--- config.mk ---
export PLATFORM = sky130hd
export DESIGN_NAME = pocc_command_control
export DESIGN_NICKNAME = d
export VERILOG_FILES = /design/src/pocc_pkg.sv /design/src/pocc_bin_encoder.sv /design/src/pocc_command_control.sv
export SDC_FILE = /design/constraint.sdc
export NUM_CORES = 1
export LEC_CHECK = 0
export ABC_AREA = 1
export BUFFER_PORTS_ARGS = -buffer_cell sky130_fd_sc_hd__buf_2
export CAP_MARGIN = 20
export CORE_MARGIN = 5
export CORE_UTILIZATION = 45
export CTS_CLUSTER_SIZE = 28
export DETAILED_ROUTE_END_ITERATION = 8
export PLACE_DENSITY = 0.68
export SLEW_MARGIN = 10
export SYNTH_ARGS = -nofsm -noshare
export SYNTH_HDL_FRONTEND = slang
export SYNTH_SLANG_ARGS = --single-unit
--- constraint.sdc ---
create_clock -name core_clk -period 3.2 [get_ports core_clk]
set_clock_uncertainty 0.05 [all_clocks]
set_input_delay 0.16 -clock core_clk [delete_from_list [all_inputs] [get_ports core_clk]]
set_output_delay 0.16 -clock core_clk [all_outputs]
set_load 0.01 [all_outputs]
--- src/pocc_pkg.sv ---
// shared constants and carrier types for the pressure output command block
package pocc_pkg;

    // register byte offsets
    localparam logic [7:0] ADDR_OFFSET = 8'h00;
    localparam logic [7:0] ADDR_SPAN = 8'h04;
    localparam logic [7:0] ADDR_RUN = 8'h08;
    localparam logic [7:0] ADDR_AVG = 8'h0C;
    localparam logic [7:0] ADDR_ANALOG = 8'h10;
    localparam logic [7:0] ADDR_STATUS = 8'h14;
    localparam logic [7:0] ADDR_COMMAND = 8'h18;
    localparam logic [7:0] ADDR_DATE = 8'h1C;
    localparam logic [7:0] ADDR_DEVNUM = 8'h20;

    // field positions
    localparam int OFS_BAD_BIT = 15;
    localparam int CMD_GROUP_BIT = 8;
    localparam int AN_SCALE_BIT = 0;
    localparam int AN_TEXT_OFF_BIT = 1;
    localparam int AN_CONT_TX_BIT = 2;
    localparam int AN_MULTIDROP_BIT = 3;
    localparam int DATE_BANG_BIT = 24;
    localparam int ST_CMD_ERR_BIT = 0;
    localparam int ST_TEMP_BIT = 1;
    localparam int ST_PARITY_BIT = 2;
    localparam int ST_MEMCK_BIT = 3;
    localparam int ST_NO_SPACE_BIT = 4;

    // values and limits
    localparam logic [6:0] OFFSET_MAX = 7'h63;
    localparam logic [6:0] SPAN_FULL = 7'h64;
    localparam logic [6:0] OFFSET_RESET = 7'h00;
    localparam logic [16:0] SIGNED_FULL_COUNTS = 17'h0EA60;
    localparam logic [7:0] HDR_STD = 8'h23;
    localparam logic [7:0] HDR_POS = 8'h7B;
    localparam logic [7:0] HDR_NEG = 8'h7D;
    localparam logic [7:0] CHAR_BASE = 8'h40;

    // watchdog stall time
    localparam int CLK_PERIOD_NS = 10;
    localparam int WDOG_TIME_MS = 50;
    localparam int WDOG_CYCLES = WDOG_TIME_MS * 1000000 / CLK_PERIOD_NS;

    typedef enum logic [1:0] {FMT_EXTENDED, FMT_FIXED, FMT_REMOVED,
        FMT_SIGNED} pocc_fmt_type;

    typedef enum logic [2:0] {CMD_NONE, CMD_SINGLE_TEXT, CMD_CONT_TEXT,
        CMD_SINGLE_BIN, CMD_CONT_BIN, CMD_STOP, CMD_SUSPEND,
        CMD_INVALIDATE} pocc_cmd_type;

    typedef enum logic [1:0] {CONT_IDLE, CONT_TEXT, CONT_BIN} pocc_cont_type;

    typedef enum logic [1:0] {RD_TEXT, RD_NODATA, RD_FAULT,
        RD_BINARY} pocc_rd_kind_type;

    // run parameters; all zero is the all/no-checksum/extended/no-dog default
    typedef struct packed {
        logic wdog;
        pocc_fmt_type fmt;
        logic checksum;
        logic changes_only;
    } pocc_op_type;

    typedef struct packed {
        logic valid;
        logic sign;
        logic [16:0] magnitude;
    } pocc_sample_type;

    typedef struct packed {
        logic valid;
        pocc_rd_kind_type kind;
        logic hdr_removed;
        logic fixed_sign;
        logic four_digit;
        logic sign;
        logic [16:0] magnitude;
        logic [47:0] bin_chars;
    } pocc_reading_type;

    typedef struct packed {
        logic [6:0] low_pct;
        logic [6:0] span_pct;
    } pocc_analog_type;

endpackage : pocc_pkg
--- src/pocc_bin_encoder.sv ---
// binary reading encoder: header, four data characters and checksum
`timescale 1ns/1ps
module pocc_bin_encoder (
    input wire logic [6:0] addr,
    input wire logic sign,
    input wire logic [16:0] magnitude,
    input wire pocc_pkg::pocc_fmt_type fmt,
    input wire logic checksum_en,
    output logic [47:0] chars
);

    function automatic logic [7:0] char6(input logic [5:0] v);
        return pocc_pkg::CHAR_BASE | {2'h0, v};
    endfunction : char6

    logic [23:0] bits;
    logic [7:0] header;
    logic [7:0] d0, d1, d2, d3, ck;
    logic [9:0] sum;
    logic [5:0] ck6;

    always_comb
    begin
        // signed form trades the top magnitude bit for an explicit sign
        if (fmt == pocc_pkg::FMT_SIGNED)
            bits = {addr, sign, magnitude[15:0]};
        else
            bits = {addr, magnitude};
        if (fmt == pocc_pkg::FMT_EXTENDED)
            header = sign ? pocc_pkg::HDR_NEG : pocc_pkg::HDR_POS;
        else
            header = pocc_pkg::HDR_STD;
        d0 = char6(bits[23:18]);
        d1 = char6(bits[17:12]);
        d2 = char6(bits[11:6]);
        d3 = char6(bits[5:0]);
        sum = 10'(header) + 10'(d0) + 10'(d1) + 10'(d2) + 10'(d3);
        ck6 = 6'(6'h00 - sum[5:0]);
        ck = checksum_en ? char6(ck6) : 8'h00;
        chars = {header, d0, d1, d2, d3, ck};
    end

endmodule : pocc_bin_encoder

--- src/pocc_command_control.sv ---
// register front end, reading dispatch and watchdog of the command block
//
// The Avalon-MM slave port and the register offsets were chosen for this implementation.
`timescale 1ns/1ps
// Function
// - offset 0..99 percent, default 0, readable
// - offset writes above 99 clamp to 99
// - offset never alters serial reading values
// - malformed offset sets error, keeps old value
// - offset applies only with window scaling enabled
// - offset shrinks span to keep 5V limit
// - changes-only sends changed readings; first always
// - checksum makes low six sum bits zero
// - extended: 7-bit address, 17-bit magnitude, header sign
// - signed: address, sign, 16 bits; four digits above
// - header-removed text starts with the sign
// - watchdog resets everything after 50 ms stall; the bus wait state and read data are kept
// - watchdog refused with error unless averaging zero
// - date reads back, bang on parity error
// - group single request obeys changes-only setting
// - single during continuous sends one text reading
// - group single skips already read reading
// - send only with buffer space; a single request without space sets flag
// - no valid reading gives dotted no-data reply
// - temperature or parity fault gives bang zero
// - multidrop streams only with continuous option
// - status read clears; memory checksum needs two
module pocc_command_control #(
    parameter int WDOG_CYCLES = pocc_pkg::WDOG_CYCLES,
    parameter logic [23:0] PROD_DATE = 24'h010100 // arbitrary value
) (
    input wire logic core_clk,
    input wire logic nrst,
    input wire logic [7:0] avs_address,
    input wire logic avs_read,
    input wire logic avs_write,
    input wire logic [31:0] avs_writedata,
    input wire logic [3:0] avs_byteenable,
    output logic [31:0] avs_readdata,
    output logic avs_waitrequest,
    input wire pocc_pkg::pocc_sample_type sample,
    input wire logic proc_alive,
    input wire logic temp_range_fault,
    input wire logic mem_parity_fault,
    input wire logic mem_checksum_err,
    input wire logic tx_space,
    output pocc_pkg::pocc_reading_type reading,
    output pocc_pkg::pocc_analog_type analog,
    output logic sys_reset_req
);

    localparam int WDW = 24;

    initial
    begin
        if (WDOG_CYCLES < 1 || WDOG_CYCLES >= (1 << WDW))
            $error("WDOG_CYCLES out of range");
    end

    localparam logic [WDW-1:0] WDOG_LAST = WDW'(WDOG_CYCLES - 1);

    typedef struct packed {
        logic waitreq;
        logic [31:0] readdata;
        logic [6:0] offset;
        logic [6:0] span;
        pocc_pkg::pocc_op_type op;
        logic [7:0] avg_count;
        logic scale_en;
        logic text_off;
        logic cont_tx;
        logic multidrop;
        logic [6:0] dev_num;
        logic cmd_err;
        logic temp_err;
        logic parity_err;
        logic memck_err;
        logic memck_half;
        logic no_space;
        pocc_pkg::pocc_cont_type cont_mode;
        logic suspended;
        logic first_pending;
        logic fresh;
        logic data_valid;
        logic sample_read;
        logic sent_sign;
        logic [16:0] sent_mag;
        logic cur_sign;
        logic [16:0] cur_mag;
        logic [WDW-1:0] wdog_cnt;
        logic sys_reset;
        pocc_pkg::pocc_reading_type reading;
        pocc_pkg::pocc_analog_type analog;
    } pocc_state_type;

    function automatic pocc_state_type reset_state();
        pocc_state_type r;
        r = '0;
        r.waitreq = 1'b1;
        r.offset = pocc_pkg::OFFSET_RESET;
        r.span = pocc_pkg::SPAN_FULL;
        r.analog.span_pct = pocc_pkg::SPAN_FULL;
        return r;
    endfunction : reset_state

    pocc_state_type s;
    pocc_state_type next_s;
    logic [47:0] bin_chars;

    pocc_bin_encoder u_enc (
        .addr(s.dev_num),
        .sign(s.cur_sign),
        .magnitude(s.cur_mag),
        .fmt(s.op.fmt),
        .checksum_en(s.op.checksum),
        .chars(bin_chars)
    );

    // builds one reading from the latest sample; offset is not consulted
    function automatic pocc_pkg::pocc_reading_type make_reading(
        input pocc_state_type st,
        input logic bin,
        input logic fault,
        input logic [47:0] chars
    );
        pocc_pkg::pocc_reading_type r;
        r = '0;
        r.valid = 1'b1;
        r.sign = st.cur_sign;
        r.magnitude = st.cur_mag;
        r.hdr_removed = !bin && st.op.fmt == pocc_pkg::FMT_REMOVED;
        r.fixed_sign = !bin && st.op.fmt == pocc_pkg::FMT_FIXED;
        r.four_digit = st.op.fmt == pocc_pkg::FMT_SIGNED &&
            st.cur_mag > pocc_pkg::SIGNED_FULL_COUNTS;
        if (!st.data_valid || (st.text_off && !bin))
        begin
            r.kind = pocc_pkg::RD_NODATA;
            r.magnitude = '0;
        end
        else if (fault)
        begin
            r.kind = pocc_pkg::RD_FAULT;
            r.magnitude = '0;
            r.sign = 1'b0;
        end
        else if (bin)
        begin
            r.kind = pocc_pkg::RD_BINARY;
            r.bin_chars = chars;
        end
        else
            r.kind = pocc_pkg::RD_TEXT;
        return r;
    endfunction : make_reading

    function automatic logic [6:0] clamp_pct(input logic [7:0] v,
        input logic [6:0] lim);
        return (v > {1'b0, lim}) ? lim : v[6:0];
    endfunction : clamp_pct

    always_comb
    begin
        logic req;
        logic wr;
        logic rd;
        logic fault;
        logic changed;
        logic emitted;
        logic [6:0] span_lim;
        logic [6:0] new_ofs;
        pocc_pkg::pocc_op_type new_op;
        pocc_pkg::pocc_cmd_type cmd;
        req = 1'b0;
        wr = 1'b0;
        rd = 1'b0;
        fault = 1'b0;
        changed = 1'b0;
        emitted = 1'b0;
        span_lim = '0;
        new_ofs = '0;
        new_op = '0;
        cmd = pocc_pkg::CMD_NONE;
        next_s = s;
        next_s.sys_reset = 1'b0;
        next_s.reading.valid = 1'b0;
        fault = temp_range_fault || mem_parity_fault;
        changed = s.cur_sign != s.sent_sign || s.cur_mag != s.sent_mag;

        // one wait cycle per access, then the answer edge
        req = avs_read || avs_write;
        next_s.waitreq = !(req && s.waitreq);
        wr = avs_write && !s.waitreq && avs_byteenable != 4'h0;
        rd = avs_read && !s.waitreq;
        if (avs_read && s.waitreq)
        begin
            unique case (avs_address)
                pocc_pkg::ADDR_OFFSET: next_s.readdata = {25'h0, s.offset};
                pocc_pkg::ADDR_SPAN: next_s.readdata = {25'h0, s.span};
                pocc_pkg::ADDR_RUN: next_s.readdata = {27'h0, s.op};
                pocc_pkg::ADDR_AVG: next_s.readdata = {24'h0, s.avg_count};
                pocc_pkg::ADDR_ANALOG:
                    next_s.readdata = {28'h0, s.multidrop, s.cont_tx,
                        s.text_off, s.scale_en};
                pocc_pkg::ADDR_STATUS:
                    next_s.readdata = {27'h0, s.no_space, s.memck_err,
                        s.parity_err, s.temp_err, s.cmd_err};
                pocc_pkg::ADDR_DATE:
                    next_s.readdata = {7'h0, mem_parity_fault,
                        PROD_DATE};
                pocc_pkg::ADDR_DEVNUM: next_s.readdata = {25'h0, s.dev_num};
                default: next_s.readdata = 32'h0;
            endcase
        end

        // status read clears; sets below win over this clear
        if (rd && avs_address == pocc_pkg::ADDR_STATUS)
        begin
            next_s.cmd_err = 1'b0;
            next_s.temp_err = 1'b0;
            next_s.parity_err = 1'b0;
            next_s.no_space = 1'b0;
            if (s.memck_half)
            begin
                next_s.memck_err = 1'b0;
                next_s.memck_half = 1'b0;
            end
            else if (s.memck_err)
                next_s.memck_half = 1'b1;
        end

        if (sample.valid)
        begin
            next_s.cur_sign = sample.sign;
            next_s.cur_mag = sample.magnitude;
            next_s.data_valid = 1'b1;
            next_s.sample_read = 1'b0;
            next_s.fresh = 1'b1;
        end

        if (wr)
        begin
            cmd = pocc_pkg::pocc_cmd_type'(avs_writedata[2:0]);
            unique case (avs_address)
                pocc_pkg::ADDR_OFFSET:
                begin
                    if (avs_writedata[pocc_pkg::OFS_BAD_BIT])
                        next_s.cmd_err = 1'b1;
                    else
                    begin
                        new_ofs = clamp_pct(avs_writedata[7:0],
                            pocc_pkg::OFFSET_MAX);
                        next_s.offset = new_ofs;
                        span_lim = 7'(pocc_pkg::SPAN_FULL - new_ofs);
                        if (s.span > span_lim)
                            next_s.span = span_lim;
                    end
                end
                pocc_pkg::ADDR_SPAN:
                begin
                    span_lim = 7'(pocc_pkg::SPAN_FULL - s.offset);
                    next_s.span = clamp_pct(avs_writedata[7:0],
                        span_lim);
                end
                pocc_pkg::ADDR_RUN:
                begin
                    new_op = avs_writedata[4:0];
                    if (new_op.wdog && !s.op.wdog && s.avg_count != 8'h00)
                    begin
                        new_op.wdog = 1'b0;
                        next_s.cmd_err = 1'b1;
                    end
                    next_s.op = new_op;
                end
                pocc_pkg::ADDR_AVG: next_s.avg_count = avs_writedata[7:0];
                pocc_pkg::ADDR_ANALOG:
                begin
                    next_s.scale_en = avs_writedata[pocc_pkg::AN_SCALE_BIT];
                    next_s.text_off =
                        avs_writedata[pocc_pkg::AN_TEXT_OFF_BIT];
                    next_s.cont_tx = avs_writedata[pocc_pkg::AN_CONT_TX_BIT];
                    next_s.multidrop =
                        avs_writedata[pocc_pkg::AN_MULTIDROP_BIT];
                end
                pocc_pkg::ADDR_DEVNUM:
                begin
                    next_s.dev_num = avs_writedata[6:0];
                    next_s.data_valid = 1'b0;
                end
                pocc_pkg::ADDR_COMMAND:
                begin
                    unique case (cmd)
                        pocc_pkg::CMD_SINGLE_TEXT,
                        pocc_pkg::CMD_SINGLE_BIN:
                        begin
                            if (avs_writedata[pocc_pkg::CMD_GROUP_BIT] &&
                                (s.sample_read ||
                                (s.op.changes_only && !changed)))
                                emitted = 1'b0;
                            else if (!tx_space)
                                next_s.no_space = 1'b1;
                            else
                            begin
                                // a request during streaming is always text
                                next_s.reading = make_reading(s,
                                    cmd == pocc_pkg::CMD_SINGLE_BIN &&
                                    s.cont_mode == pocc_pkg::CONT_IDLE,
                                    fault, bin_chars);
                                emitted = 1'b1;
                            end
                        end
                        pocc_pkg::CMD_CONT_TEXT, pocc_pkg::CMD_CONT_BIN:
                        begin
                            next_s.cont_mode =
                                (cmd == pocc_pkg::CMD_CONT_BIN) ?
                                pocc_pkg::CONT_BIN : pocc_pkg::CONT_TEXT;
                            next_s.suspended = 1'b0;
                            next_s.first_pending = 1'b1;
                        end
                        pocc_pkg::CMD_STOP:
                        begin
                            next_s.cont_mode = pocc_pkg::CONT_IDLE;
                            next_s.suspended = 1'b0;
                        end
                        pocc_pkg::CMD_SUSPEND: next_s.suspended = 1'b1;
                        pocc_pkg::CMD_INVALIDATE:
                            next_s.data_valid = 1'b0;
                        pocc_pkg::CMD_NONE: emitted = 1'b0;
                    endcase
                end
                default: emitted = 1'b0;
            endcase
        end

        // continuous stream; a single request takes this cycle first
        if (!emitted && s.cont_mode != pocc_pkg::CONT_IDLE &&
            !s.suspended && (s.first_pending || s.fresh))
        begin
            next_s.fresh = sample.valid;
            if (tx_space &&
                (s.first_pending || !s.op.changes_only || changed))
            begin
                next_s.reading = make_reading(s,
                    s.cont_mode == pocc_pkg::CONT_BIN, fault, bin_chars);
                emitted = 1'b1;
                next_s.first_pending = 1'b0;
                if (s.multidrop && !s.cont_tx)
                    next_s.cont_mode = pocc_pkg::CONT_IDLE;
            end
        end
        if (emitted)
        begin
            next_s.sample_read = 1'b1;
            next_s.sent_sign = s.cur_sign;
            next_s.sent_mag = s.cur_mag;
        end

        // sticky sets win over the status-read clear
        if (temp_range_fault)
            next_s.temp_err = 1'b1;
        if (mem_parity_fault)
            next_s.parity_err = 1'b1;
        if (mem_checksum_err)
        begin
            next_s.memck_err = 1'b1;
            next_s.memck_half = 1'b0;
        end

        next_s.analog.low_pct = s.scale_en ? s.offset : 7'h00;
        next_s.analog.span_pct = s.scale_en ? s.span :
            pocc_pkg::SPAN_FULL;

        // watchdog: a missing heartbeat for the full time resets all but the bus wait state and read data
        if (!s.op.wdog || proc_alive)
            next_s.wdog_cnt = '0;
        else if (s.wdog_cnt == WDOG_LAST)
        begin
            next_s = reset_state();
            next_s.waitreq = !(req && s.waitreq);
            next_s.readdata = s.readdata;
            next_s.sys_reset = 1'b1;
        end
        else
            next_s.wdog_cnt = WDW'(s.wdog_cnt + 1'b1);
    end

    always_ff @(posedge core_clk or negedge nrst)
    begin
        if (!nrst)
            s <= reset_state();
        else
            s <= next_s;
    end

    assign avs_readdata = s.readdata;
    assign avs_waitrequest = s.waitreq;
    assign reading = s.reading;
    assign analog = s.analog;
    assign sys_reset_req = s.sys_reset;

endmodule : pocc_command_control

==> flow_metrics.tcl <==
set metrics [dict create \
    status "finished, violations left" \
    violations "setup timing" \
    ff2ff_path_depth 17 \
    nNetsFinal 2026 \
    hp-start "avs_writedata[6]" \
    grt_start_max_net_pins 105 \
    grt_pass1_vias 11408 \
    hpwlAfterDp_um 28300 \
    final_layout_size_suffix_gt1_frac 0.182 \
    die-area_um2 33400 \
    drv_cap 0 \
    vdd_drop_max_v 0.000348 \
    grt-ovfl-total 0 \
    synth-seq-area-share 0.431 \
    clkPwrFrac 0.396 \
    coreArea_um2 29600 \
    critPathRequiredTime_ns 3.57 \
    clockBufferDepth 3 \
    setup-violations-final 3 \
    p_int_mw 6.00 \
    grt_use_total 0.226 \
    synth_edf_count 0 \
    hold_end "s[166]" \
    multi_input_area_um2 5660 \
    worstSetupPathType "flip-flop to flip-flop" \
    synth_seq_cells 231 \
    cts_tree "built" \
    syn-cell-area_um2 13400 \
    cellPowerDensity_nw_per_um2 545 \
    yosys-top-cells-area "dfrtp_1 (42%), nand2_1 (12%), nor2_1 (6.8%)" \
    clk_latency_ns 0.55 \
    ys.flop_type "dfrtp_1" \
    port_buffers 169 \
    critPathSlowestCell "fa_2" \
    path_cells "nor2_4, inv_2, nor2_4, fa_1, inv_1, fa_1, inv_1, fa_2, inv_2, ha_4, a21o_1, a21oi_2, xnor2_1, xnor2_1, o21ai_1, nand2_1, nor2_1" \
    yosys_warnings 0 \
    dp.cells 2239 \
    vias 11940 \
    grt_first_pass_wirelength_um 61600 \
    firstDrtPassIters 7 \
    wl_per_cell_um 16.9 \
    synth_top_area_frac 0.417 \
    reg2reg_from "s[182]" \
    place_congestion 0.943 \
    critical_path.max_stage_delay_ns 0.52 \
    hold_path_depth 4 \
    rsz0062_at_grt "yes" \
    htree_levels 1 \
    cts.root.buffer_cell "clkbuf_16" \
    drc 0 \
    async_reset_ff_frac 1.00 \
    postRouteAntennaNets 0 \
    slew_violations 0 \
    setup_slack_ns -0.146 \
    combPwrFrac 0.206 \
    worstMarginPinSlew_ns 0.833 \
    antenna_found_initial 1 \
    power.share.sequential 0.398 \
    die_h_um 183 \
    r2r_end "reading[5]" \
    power.switching_mw 2.48 \
    cp.arrival_ns 3.71 \
    clkTransAtPathRegs_ns 0.06 \
    num_rows 63 \
    routed_via_density 5.13 \
    start_util 0.455 \
    postLayoutCoreUtil 0.527 \
    cts_made_buffers 27 \
    cp-start-kind "flip-flop" \
    finalCritPeriodShare 1.05 \
    min_period_ns 3.35 \
    die_x_um 183 \
    instances_no_fill 2326 \
    layout_commonest_cell "nand2_1" \
    syn_nets 1897 \
    first_iter_violations 1013 \
    layout_common_cells "nand2_1 (422), nor2_1 (241), dfrtp_1 (222)" \
    syn_area_per_cell_um2 7.53 \
    drt_wl_total_um 39200 \
    yosysTopAreaCell "dfrtp_1" \
    syn_inst 1785 \
    cp-end-kind "flip-flop" \
    ys_types 54 \
    slew_headroom 0.445 \
    worstHoldPathType "primary input to flip-flop" \
    syn2layout_area_growth_pct 15.8 \
    r2r_slack_ns -0.15 \
    ios 192 \
    cts_sinks 231 \
    fillers 2815 \
    hold_violations 0 \
    power_leakage_nw 8.01 \
    regArea_um2 5790 \
    fmaxAchievable_mhz 299 \
    sw_frac_of_total 0.293 \
    crit_fanout 5 \
]
[worst max-delay path: cells and delay by family, from the launching register on]
family	cells	cell delay [ns]
xor gates and xnor gates	2	0.28
adders and majority gates	4	1.63
AOI/OAI and AO/OA	3	0.38
and+or+nand+nor	4	0.23
DFF	1	0.42
buffers and inverters	4	0.22
[worst max path at each step]
stage / start / to / slack [ns] / cells past startpoint
global placement: s[182] / reading[3] / -0.13 / 15
global route: s[182] / reading[5] / -0.32 / 17
detailed placement: s[181] / reading[5] / -0.17 / 13
floorplan: s[182] / reading[3] / -0.06 / 16
finish: s[182] / reading[5] / -0.15 / 17
CTS: s[128] / reading[5] / -0.14 / 14
[layer usage]
| layer | vias up | share of wire | global-route usage | wire, µm |
|---|---|---|---|---|
| met2 | 472 | 0.45 | 0.353 | 17800 |
| met1 | 5623 | 0.45 | 0.329 | 17500 |
| met5 | - | 0 | 0 | 0 |
| met3 | 62 | 0.078 | 0.0351 | 3040 |
| met4 | 0 | 0.024 | 0.0667 | 930 |
| li1 | 5783 | - | - | - |
[power by group through the flow]
stage	clock (mW)	sequential (mW)	combinational, mW
after global routing	3.54	3.41	1.97
after CTS	3.40	3.38	1.74
after detailed placement	0	3.42	1.68
after floorplan	0	3.36	1.28
final	3.36	3.38	1.75
after global placement	0	3.41	1.65
[layout make-up]
type	count	share of cell area
Clock buffer	35	0.0466
Timing Repair Buffer	275	0.113
Timing Repair inverter	1	0.000321
Antenna cell	2	0.000321
Tap cell	390	0.0313
Inverter	237	0.0575
Sequential cell	231	0.372
Clock inverter	14	0.0150
Multi-Input combinational cell	1141	0.364
[what timing repair did]
action | 4_1_cts | 5_1_grt
pin swaps | 2 | 4
gates resized for setup | 5 | 8
cloned | 0 | 1
hold endpoints to repair | 125 | 0
endpoints found under the setup margin | 3 | 11
hold buffers | 29 | 0
buffers inserted | 3 | 3
[cell families (layout without fill, tap and decap cells)]
kind of cell,after synthesis,in the layout,share of synthesized area
other,0,2,0
XOR/XNOR,23,23,0.0150
AO/OA/AOI/OAI,268,268,0.107
buffers and inverters,413,562,0.152
flip-flops,231,231,0.431
AND/OR/NAND/NOR,809,809,0.250
multiplexers,1,1,0.000838
adder cells (fa/ha/maj),40,40,0.0445
[synthesized netlist by cell type, types with 13 or more instances]
| library cell | count |
|---|---|
| a21oi_1 | 120 |
| buf_2 | 17 |
| buf_4 | 121 |
| clkbuf_1 | 34 |
| dfrtp_1 | 224 |
| fa_1 | 13 |
| ha_1 | 27 |
| inv_1 | 220 |
| inv_2 | 15 |
| nand2_1 | 422 |
| nand3_1 | 62 |
| nand4_1 | 27 |
| nor2_1 | 243 |
| nor3_1 | 20 |
| o21ai_0 | 109 |
| xnor2_1 | 13 |
[sequential cells by signal (all words and copies together), names as in the netlist]
name,flops
analog,14
avs_readdata,32
avs_waitrequest,1
reading,72
s,111
sys_reset_req,1
[through the flow]
stage / hold WS (ns) / total power [mW] / cell area, µm² / setup slack (ns) / setup TNS (ns)
after global routing: 0.0714 / 8.92 / 15600 / -0.318 / -0.769
after floorplan: -0.186 / 4.64 / 13500 / -0.0609 / -0.116
final: 0.0588 / 8.49 / 15600 / -0.146 / -0.326
after detailed placement: 0.227 / 5.10 / 14200 / -0.174 / -0.422
after global placement: 0.223 / 5.07 / 14200 / -0.127 / -0.288
after CTS: 0.0440 / 8.51 / 15500 / -0.139 / -0.309
Note: power is estimated with default switching activity, not from simulation.
